$ cat src/logic/dpc_pkg.sv
// Package with constants and types for the power-state controller
package dpc_pkg;
  // Register offsets of the controller's own register file (byte addresses)
  localparam logic [7:0] DPC_REG_CTRL   = 8'h00;
  localparam logic [7:0] DPC_REG_STATUS = 8'h04;
  localparam logic [7:0] DPC_REG_CMD    = 8'h08;
  localparam logic [7:0] DPC_REG_MODE   = 8'h0c;
  // Field positions in the control register
  localparam int DPC_CTRL_GO       = 0;
  localparam int DPC_CTRL_REQ_LSB  = 1;
  localparam int DPC_CTRL_ODT_EN   = 4;
  localparam int DPC_CTRL_ODT_LVL  = 5;
  localparam int DPC_CTRL_BANK_ACT = 6;
  // Field positions in the command register
  localparam int DPC_CMD_GO   = 0;
  localparam int DPC_CMD_LSB  = 1;
  // Mode register field positions
  localparam int DPC_MODE_WR_LSB = 9;
  localparam int DPC_MODE_PD_EXIT = 12;
  // Reset values
  localparam logic [31:0] DPC_CTRL_RST = 32'h0000_0000;
  localparam logic [15:0] DPC_MODE_RST = 16'h0000;
  // Timing counts in link clocks
  localparam int DPC_CKE_HOLD_CLK   = 3;
  localparam int DPC_SR_READ_CLK    = 200;
  localparam int DPC_DLL_RELOCK_CLK = 200;
  localparam int DPC_FREQ_WAIT_CLK  = 2;
  localparam int DPC_NEWCLK_CLK     = 1;
  localparam int DPC_ENTRY_GAP_CLK  = 1;
  localparam int DPC_MRD_CLK        = 2;
  // Default longest power-down dwell before forced exit, in link clocks
  localparam int DPC_PD_MAX_CLK     = 1000;
  // Command codes: cs_n, ras_n, cas_n, we_n
  localparam logic [3:0] DPC_CMD_NOP  = 4'h7;
  localparam logic [3:0] DPC_CMD_DES  = 4'hf;
  localparam logic [3:0] DPC_CMD_REF  = 4'h1;
  localparam logic [3:0] DPC_CMD_PRE  = 4'h2;
  localparam logic [3:0] DPC_CMD_ACT  = 4'h3;
  localparam logic [3:0] DPC_CMD_RD   = 4'h5;
  localparam logic [3:0] DPC_CMD_WR   = 4'h4;
  localparam logic [3:0] DPC_CMD_LMR  = 4'h0;
  // Requests from software
  typedef enum logic [2:0] {
    DPC_REQ_NONE, DPC_REQ_PD, DPC_REQ_SR, DPC_REQ_EXIT, DPC_REQ_FREQ
  } dpc_req_t;
endpackage : dpc_pkg

$ cat src/logic/dpc_ctrl.sv
// Controller driving clock enable, termination and commands of a DDR2 memory
`timescale 1ns/1ps
module dpc_ctrl
  import dpc_pkg::*;
#(
  parameter int PD_MAX_CLK = DPC_PD_MAX_CLK
)(
  // Clock and reset
  input  wire logic        sys_clk,
  input  wire logic        sys_rst,
  // Software register port
  input  wire logic [7:0]  reg_addr,
  input  wire logic [31:0] reg_wdata,
  input  wire logic        reg_wr,
  input  wire logic        reg_rd,
  output logic      [31:0] reg_rdata,
  // Link clock from the bench
  input  wire logic        mem_clk,
  // Memory pins
  output logic             cke,
  output logic             termination_control,
  output logic [3:0]       mem_cmd,
  output logic [15:0]      mem_addr
);
  initial begin
    if (PD_MAX_CLK < DPC_CKE_HOLD_CLK) $error("PD_MAX_CLK too small");
  end

  typedef enum {
    ST_IDLE, ST_ISSUE, ST_ENTRY_WAIT, ST_PD, ST_SR, ST_FREQ, ST_EXIT_HOLD, ST_SR_NOP, ST_RELOCK
  } dpc_state_t;

  logic              clk_rise;
  dpc_state_t        st_q, st_d;
  logic              cke_q, cke_d;
  logic              odt_q, odt_d;
  logic [3:0]        cmd_q, cmd_d;
  logic [15:0]       addr_q, addr_d;
  logic [8:0]        hold_q, hold_d;   // Clocks since last clock enable change
  logic [15:0]       wait_q, wait_d;   // General wait counter
  logic [15:0]       dwell_q, dwell_d; // Power-down dwell counter
  logic [2:0]        req_q, req_d;
  logic              go_q, go_d;
  logic              odt_en_q, odt_en_d;
  logic              odt_lvl_q, odt_lvl_d;
  logic              bank_act_q, bank_act_d;
  logic              cgo_q, cgo_d;
  logic [3:0]        ccmd_q, ccmd_d;
  logic [15:0]       mode_q, mode_d;
  logic              freq_q, freq_d;
  logic              newclk_q, newclk_d;
  logic              busy_q, busy_d;
  logic [31:0]       rdata_q, rdata_d;

  dpc_edge_sync u_sync (
    .sys_clk  (sys_clk),
    .sys_rst  (sys_rst),
    .async_in (mem_clk),
    .rise     (clk_rise)
  );

  // Write recovery count from mode bits 9..11, coded value plus one
  function automatic logic [15:0] wr_clocks(input logic [15:0] m);
    wr_clocks = {13'h0000, m[DPC_MODE_WR_LSB +: 3]} + 16'h0001;
  endfunction : wr_clocks

  // Entry gap required after a command before clock enable may fall
  function automatic logic [15:0] entry_gap(input logic [3:0] c, input logic [15:0] m);
    case (c)
      DPC_CMD_RD:  entry_gap = 16'h0005;
      DPC_CMD_WR:  entry_gap = 16'h0005 + wr_clocks(m);
      DPC_CMD_LMR: entry_gap = 16'(DPC_MRD_CLK);
      default:     entry_gap = 16'(DPC_ENTRY_GAP_CLK);
    endcase
  endfunction : entry_gap

  // Register port decode and software fields
  always_comb begin
    go_d       = 1'b0;
    cgo_d      = 1'b0;
    req_d      = req_q;
    odt_en_d   = odt_en_q;
    odt_lvl_d  = odt_lvl_q;
    bank_act_d = bank_act_q;
    ccmd_d     = ccmd_q;
    mode_d     = mode_q;
    newclk_d   = newclk_q;
    rdata_d    = 32'h0000_0000;
    if (reg_wr) begin
      case (reg_addr)
        DPC_REG_CTRL: begin
          go_d       = reg_wdata[DPC_CTRL_GO];
          req_d      = reg_wdata[DPC_CTRL_REQ_LSB +: 3];
          odt_en_d   = reg_wdata[DPC_CTRL_ODT_EN];
          odt_lvl_d  = reg_wdata[DPC_CTRL_ODT_LVL];
          bank_act_d = reg_wdata[DPC_CTRL_BANK_ACT];
          newclk_d   = reg_wdata[7];
        end
        DPC_REG_CMD: begin
          cgo_d  = reg_wdata[DPC_CMD_GO];
          ccmd_d = reg_wdata[DPC_CMD_LSB +: 4];
        end
        DPC_REG_MODE: mode_d = reg_wdata[15:0];
        default: ;
      endcase
    end
    if (reg_rd) begin
      case (reg_addr)
        DPC_REG_CTRL:   rdata_d = {24'h000000, newclk_q, bank_act_q, odt_lvl_q, odt_en_q, req_q, 1'b0};
        DPC_REG_STATUS: rdata_d = {16'h0000, freq_q, busy_q, cke_q, odt_q, 8'(st_q), 4'h0};
        DPC_REG_CMD:    rdata_d = {27'h0000000, ccmd_q, 1'b0};
        DPC_REG_MODE:   rdata_d = {16'h0000, mode_q};
        default:        rdata_d = 32'h0000_0000;
      endcase
    end
  end

  // Power-state sequencer; all pin changes happen on link clock rising edges
  always_comb begin
    st_d    = st_q;
    cke_d   = cke_q;
    odt_d   = odt_q;
    cmd_d   = cmd_q;
    addr_d  = addr_q;
    hold_d  = hold_q;
    wait_d  = wait_q;
    dwell_d = dwell_q;
    freq_d  = freq_q;
    busy_d  = (st_q != ST_IDLE) | go_q | cgo_q;
    if (clk_rise) begin
      if (hold_q != 9'h1ff) hold_d = hold_q + 9'h001;
      if (wait_q != 16'h0000) wait_d = wait_q - 16'h0001;
      cmd_d = DPC_CMD_NOP;
      case (st_q)
        ST_IDLE: begin
          odt_d = odt_en_q & odt_lvl_q;
          if (cgo_q | go_q) st_d = ST_ISSUE;
        end
        ST_ISSUE: begin
          if (ccmd_valid()) begin
            cmd_d  = ccmd_q;
            addr_d = (ccmd_q == DPC_CMD_LMR) ? mode_q : 16'h0400;
            wait_d = entry_gap(ccmd_q, mode_q);
          end
          st_d = (req_q == DPC_REQ_NONE) ? ST_IDLE : ST_ENTRY_WAIT;
        end
        ST_ENTRY_WAIT: begin
          if (wait_q == 16'h0000 && hold_q >= 9'(DPC_CKE_HOLD_CLK)) begin
            if (req_q == DPC_REQ_SR && !bank_act_q) begin
              cmd_d = DPC_CMD_REF;
              odt_d = 1'b0;
              st_d  = ST_SR;
            end else if (req_q == DPC_REQ_FREQ && !bank_act_q) begin
              odt_d  = 1'b0;
              wait_d = 16'(DPC_FREQ_WAIT_CLK);
              st_d   = ST_FREQ;
            end else if (req_q == DPC_REQ_PD) begin
              st_d = ST_PD;
            end else begin
              st_d = ST_IDLE;
            end
            if (st_d != ST_IDLE) begin
              cke_d   = 1'b0;
              hold_d  = 9'h000;
              dwell_d = 16'h0000;
            end
          end
        end
        ST_PD: begin
          odt_d   = odt_en_q & odt_lvl_q;
          dwell_d = dwell_q + 16'h0001;
          if (hold_q >= 9'(DPC_CKE_HOLD_CLK) &&
              (req_q == DPC_REQ_EXIT || dwell_q >= 16'(PD_MAX_CLK))) begin
            cke_d  = 1'b1;
            hold_d = 9'h000;
            wait_d = mode_q[DPC_MODE_PD_EXIT] ? 16'h0006 : 16'h0002;
            st_d   = ST_EXIT_HOLD;
          end
        end
        ST_SR: begin
          odt_d = 1'b0;
          if (hold_q >= 9'(DPC_CKE_HOLD_CLK) && req_q == DPC_REQ_EXIT) begin
            cke_d  = 1'b1;
            hold_d = 9'h000;
            wait_d = 16'(DPC_SR_READ_CLK);
            st_d   = ST_SR_NOP;
          end
        end
        ST_FREQ: begin
          odt_d = 1'b0;
          freq_d = (wait_q == 16'h0000);
          if (freq_q && newclk_q && hold_q >= 9'(DPC_CKE_HOLD_CLK + DPC_NEWCLK_CLK)) begin
            cke_d  = 1'b1;
            hold_d = 9'h000;
            freq_d = 1'b0;
            wait_d = 16'(DPC_DLL_RELOCK_CLK);
            st_d   = ST_RELOCK;
          end
        end
        ST_EXIT_HOLD: if (wait_q == 16'h0000 && hold_q >= 9'(DPC_CKE_HOLD_CLK)) st_d = ST_IDLE;
        ST_SR_NOP: begin
          odt_d = 1'b0;
          if (wait_q == 16'h0000) st_d = ST_IDLE;
        end
        ST_RELOCK: begin
          odt_d = 1'b0;
          if (wait_q == 16'(DPC_DLL_RELOCK_CLK)) begin
            cmd_d  = DPC_CMD_LMR;
            addr_d = mode_q | 16'h0100;
          end
          if (wait_q == 16'h0000) st_d = ST_IDLE;
        end
        default: st_d = ST_IDLE;
      endcase
    end
  end

  // A software command is valid whenever its go flag is pending; the issue state sends it
  function automatic logic ccmd_valid();
    ccmd_valid = cgo_q;
  endfunction : ccmd_valid

  // Registers
  always_ff @(posedge sys_clk or posedge sys_rst) begin
    if (sys_rst) begin
      st_q       <= ST_IDLE;
      cke_q      <= 1'b1;
      odt_q      <= 1'b0;
      cmd_q      <= DPC_CMD_NOP;
      addr_q     <= 16'h0000;
      hold_q     <= 9'h000;
      wait_q     <= 16'h0000;
      dwell_q    <= 16'h0000;
      req_q      <= 3'h0;
      go_q       <= 1'b0;
      odt_en_q   <= 1'b0;
      odt_lvl_q  <= 1'b0;
      bank_act_q <= 1'b0;
      cgo_q      <= 1'b0;
      ccmd_q     <= DPC_CMD_NOP;
      mode_q     <= DPC_MODE_RST;
      freq_q     <= 1'b0;
      newclk_q   <= 1'b0;
      busy_q     <= 1'b0;
      rdata_q    <= 32'h0000_0000;
    end else begin
      st_q       <= st_d;
      cke_q      <= cke_d;
      odt_q      <= odt_d;
      cmd_q      <= cmd_d;
      addr_q     <= addr_d;
      hold_q     <= hold_d;
      wait_q     <= wait_d;
      dwell_q    <= dwell_d;
      req_q      <= req_d;
      go_q       <= go_d | (go_q & ~(clk_rise & st_q == ST_IDLE));
      odt_en_q   <= odt_en_d;
      odt_lvl_q  <= odt_lvl_d;
      bank_act_q <= bank_act_d;
      cgo_q      <= cgo_d | (cgo_q & ~(clk_rise & st_q == ST_ISSUE));
      ccmd_q     <= ccmd_d;
      mode_q     <= mode_d;
      freq_q     <= freq_d;
      newclk_q   <= newclk_d;
      busy_q     <= busy_d;
      rdata_q    <= rdata_d;
    end
  end

  assign cke                 = cke_q;
  assign termination_control = odt_q;
  assign mem_cmd             = cmd_q;
  assign mem_addr            = addr_q;
  assign reg_rdata           = rdata_q;
endmodule : dpc_ctrl

$ cat src/logic/dpc_edge_sync.sv
// Two-stage synchroniser with rising edge detector for the link clock
`timescale 1ns/1ps
module dpc_edge_sync
  import dpc_pkg::*;
(
  // Clock and reset
  input  wire logic sys_clk,
  input  wire logic sys_rst,
  // Asynchronous input and its rising edge
  input  wire logic async_in,
  output logic      rise
);
  logic s1_q, s2_q, s3_q;
  logic s1_d, s2_d, s3_d;

  // Next values; the second and third stages feed the edge detector
  always_comb begin
    s1_d = async_in;
    s2_d = s1_q;
    s3_d = s2_q;
  end

  // Registers
  always_ff @(posedge sys_clk or posedge sys_rst) begin
    if (sys_rst) begin
      s1_q <= 1'b0;
      s2_q <= 1'b0;
      s3_q <= 1'b0;
    end else begin
      s1_q <= s1_d;
      s2_q <= s2_d;
      s3_q <= s3_d;
    end
  end

  assign rise = s2_q & ~s3_q;
endmodule : dpc_edge_sync

$ cat config.mk
export PLATFORM = sky130hd
export DESIGN_NAME = dpc_ctrl
export DESIGN_NICKNAME = d
export VERILOG_FILES = /design/src/logic/dpc_pkg.sv /design/src/logic/dpc_ctrl.sv /design/src/logic/dpc_edge_sync.sv
export SDC_FILE = /design/constraint.sdc
export NUM_CORES = 1
export LEC_CHECK = 0
export ABC_AREA = 0
export BUFFER_PORTS_ARGS = -buffer_cell sky130_fd_sc_hd__buf_2
export CAP_MARGIN = 20
export CORE_MARGIN = 2
export CORE_UTILIZATION = 35
export CTS_BUF_LIST = sky130_fd_sc_hd__clkbuf_8
export DETAILED_ROUTE_END_ITERATION = 7
export PLACE_DENSITY = 0.51
export SYNTH_ARGS = -nofsm -noshare
export SYNTH_HDL_FRONTEND = slang
export SYNTH_SLANG_ARGS = --single-unit
$ cat constraint.sdc
create_clock -name sys_clk -period 7.8 [get_ports sys_clk]
set_input_delay 1.17 -clock sys_clk [delete_from_list [all_inputs] [get_ports sys_clk]]
set_output_delay 1.17 -clock sys_clk [all_outputs]
set_load 0.005 [all_outputs]
==> impl_results.md <==
- Row cnt: 48
- Fin nets: ~770
- Period utilisation layout: a little under half
- Crit-path slowest cell: nand4_1
- Chip Height: about 140 um
- Remaining DRCs: 0
- Final ANT Viol Nets: 0
- Fmax achieved: about 280 MHz
- Sequential fraction of the synthesis area: 46.94%
- Slew HR: around two fifths
- Area delta synth->final: 13.48%
- Sw Ratio: between 30% and 40%
- Clk Tree Root Cell: clkbuf_8
- First-pass GRT wire length: around 25,000 um
- Ports: 99
- Mean Syn Cell Area: around 9.5 um2
- Die width: ~140 um
- Vias in the first global route: 4,820
- Setup bufs post-CTS: 0
- Internal power: 0.001165 W
- Share of cells above drive strength 1: between 20% and 30%
- Crit path to: cke
- Routed WL per cell: roughly 16 um
- Post-synth EDFFs: 0
- CTS tree: yes
- Fin Setup TNS: 0 ns
- CP Data Required Time: 8.18 ns
- Clk_skew: roughly 0.011 ns
- Via count: 4,978
- Slowest stage delay, CP: ~0.59 ns
- Post-synthesis register bit count: 117
- Setup violators final: 0
- Iteration-0 DRC Markers: between 300 and 400
- R2R cell count: 8
- Sequential Area: 2937 um2
- P per Cell Area: 256.7 nW/um2
- Clock slew at reported path FFs: ~0.07 ns
- Router iterations before antenna repair: 4
- I/O Buffers: between 60 and 70
- RD Place Congestion: a little over 0.8
- CTS Buf Count: 17
- Min-delay src: u_sync.s1_q
- Pin count of the biggest net entering global routing: 61
- Async SR Flop Fraction: 100.0%
- Maxcap violations: 0
- GRT Total Usage: between 10% and 20%
- WL final: 15,440 um
- RSZ-0062 raised after global routing: false
- Synth warn: 0
- Starting density of the core: 36.04%
- Power share of the clock group: 30.8%
- Switching pwr: around 0.00066 W
- Worst Setup SP: wait_q[0]
- Tmin final: ~3.6 ns
- Fin worst setup slack: roughly 4.2 ns
- Fill cell count: roughly 1,700
- Hpwl dp: ~11,000 um
- Fin Hold WS: ~0.36 ns
- CP Max Fanout: 11
- RR Startpoint: wait_q[0]
- Worst vdd ir: 136.8 uV
- Post-synthesis cell count: around 660
- CTS Buffer Depth: 2
- Clock Latency Late Sink: approximately 0.46 ns
- Critical Path Source Type: register
- Clk sinks: around 120
- Status: finished, final reports clean
- H-tree depth: 4
- Antenna cells: 0
- Reg power frac: around 44%
- Hold Violations, Final: 0
- Multi-input gate area: between 3000 and 4000 um2
- Hold-fix buffers, CTS: 0
- R2r endpoint: cke
- Initial antenna violation count: 0
- GR Overflow Total: 0
- CP cell instances: inv_1 > ha_1 > nor3b_1 > nand4_1 > o21a_1 > nor2_2 > and4b_1 > mux2_1
- Post-synth cell types: 73
- Die area: roughly 19,000 um2
- Synth Flop Type: dfrtp_1
- Crit. End Element: register
- DR vias/cell: between 5 and 6
- Fin. max-slew vios: 0
- Worst EP arrival: slightly below 4 ns
- Core Area: approximately 17,000 um2
- Lkg Pwr: ~3.3 nW
- Post-CTS resize count: 0
- Least-Margin Pin Slew: around 0.9 ns
- Hold Path Class: register to register
- Power share of the combinational group: roughly 26%
- FF-to-FF setup slack: between 4 and 5 ns
- Kind of critical path: register to register
- DP Worst Slack: between 4 and 5 ns
- Post-Syn Area: ~6300 um2
[flip-flops by register name (all words and copies together) (netlist names), 3 cells and up]
name	cells
req_q	3
reg_rdata	16
wait_q	16
mem_cmd	4
mode_q	16
hold_q	9
ccmd_q	4
mem_addr	16
st_q	4
dwell_q	16
[cells by family after synthesis]
group	Yosys count	synth area share (%)
flops	117	46.94
simple gates	282	23.28
mux	51	9.000
compound gates	121	12.08
other cells	1	0.05994
xor+xnor	15	2.100
fa+ha+maj	6	1.200
buf+inv	65	5.340
[cell type report]
class	count	share of cell area [%]
Clock buffer	18	3.490
Inverter	19	1.040
Multi-Input combinational cell	491	42.84
Sequential cell	117	41.36
Tap cell	225	3.965
Clock inverter	14	2.115
Timing Repair Buffer	71	5.182
[through the flow]
| stage | cell area [um2] | cells | util [%] | power, W |
|---|---|---|---|---|
| 2_1_floorplan | 6312 | 673 | - | 0.001141 |
| 3_3_place_gp | 6694 | 922 | 38.57 | 0.001257 |
| 3_5_place_dp | 6701 | 923 | 38.61 | 0.001268 |
| 4_1_cts | 7099 | 955 | 40.90 | 0.001838 |
| 5_1_grt | 7099 | 955 | 40.90 | 0.001947 |
| 6_report | 7099 | 955 | 40.90 | 0.001822 |
[critical path, delay by kind of cell, from the launching register on]
kind / cells / cell delay (ns)
and+or+nand+nor: 4 / 1.81
AOI/OAI and AO/OA: 1 / 0.56
DFF: 1 / 0.43
muxes: 1 / 0.36
adders and majority gates: 1 / 0.24
buffers and inverters: 1 / 0.09
[placed cells by master, fill, tap and decap left out, types with 8 or more instances in the layout]
master and instances:
dfrtp_1 110, nand2_1 83, buf_2 66, nor2_1 64, o21ai_0 40, nand3_1 29, mux2_2 26, a21oi_1 26
nor3_1 24, inv_1 18, mux2i_1 18, clkbuf_8 18, conb_1 16, nand4_1 11, nand2b_1 10, and3_1 9
xor2_1 8
[routing by layer]
metal | global-route usage (%) | wire, um
met5 | 0 | 0
met4 | 6.803 | 258
met3 | 4.084 | 738
met2 | 25.48 | 6988
met1 | 24.60 | 7459
[synth_stat cells (5+ instances only)]
library cell,instances,area (um2)
dfrtp_1,110,2753
nor2_1,64,240.2
nor3_1,24,120.1
mux2_1,6,67.56
and3_1,9,56.30
o21ai_1,5,25.02
clkbuf_1,16,60.06
a21oi_1,26,130.1
mux2i_1,18,180.2
nand3_1,29,145.1
a22oi_1,5,37.54
dfstp_2,7,183.9
nand4_1,11,68.82
o31ai_1,7,52.55
buf_4,18,135.1
xor2_1,8,70.07
and2_1,7,43.79
o21ai_0,40,200.2
xnor2_1,7,61.31
buf_2,6,30.03
a31oi_1,6,37.54
inv_1,19,71.32
or4_1,5,37.54
ha_1,6,75.07
nand2_1,83,311.6
nor4_1,6,37.54
nand2b_1,10,62.56
mux2_2,26,292.8
[power by group through the flow]
stage / registers [W] / clock network (W) / logic [W]
finish: 0.000792 / 0.000561 / 0.000469
detailed placement: 0.000801 / 0 / 0.000466
global placement: 0.000798 / 0 / 0.000459
CTS: 0.000790 / 0.000578 / 0.000469
global route: 0.000808 / 0.000610 / 0.000530
floorplan: 0.000755 / 0 / 0.000386
[worst min path at each step]
stage                       end  depth (start not counted)
floorplan           u_sync.s2_q                          0
global placement    u_sync.s2_q                          0
detailed placement  u_sync.s2_q                          0
CTS                 u_sync.s2_q                          0
global route        u_sync.s2_q                          0
finish              u_sync.s2_q                          0
Power figures use the tool's default switching activity.
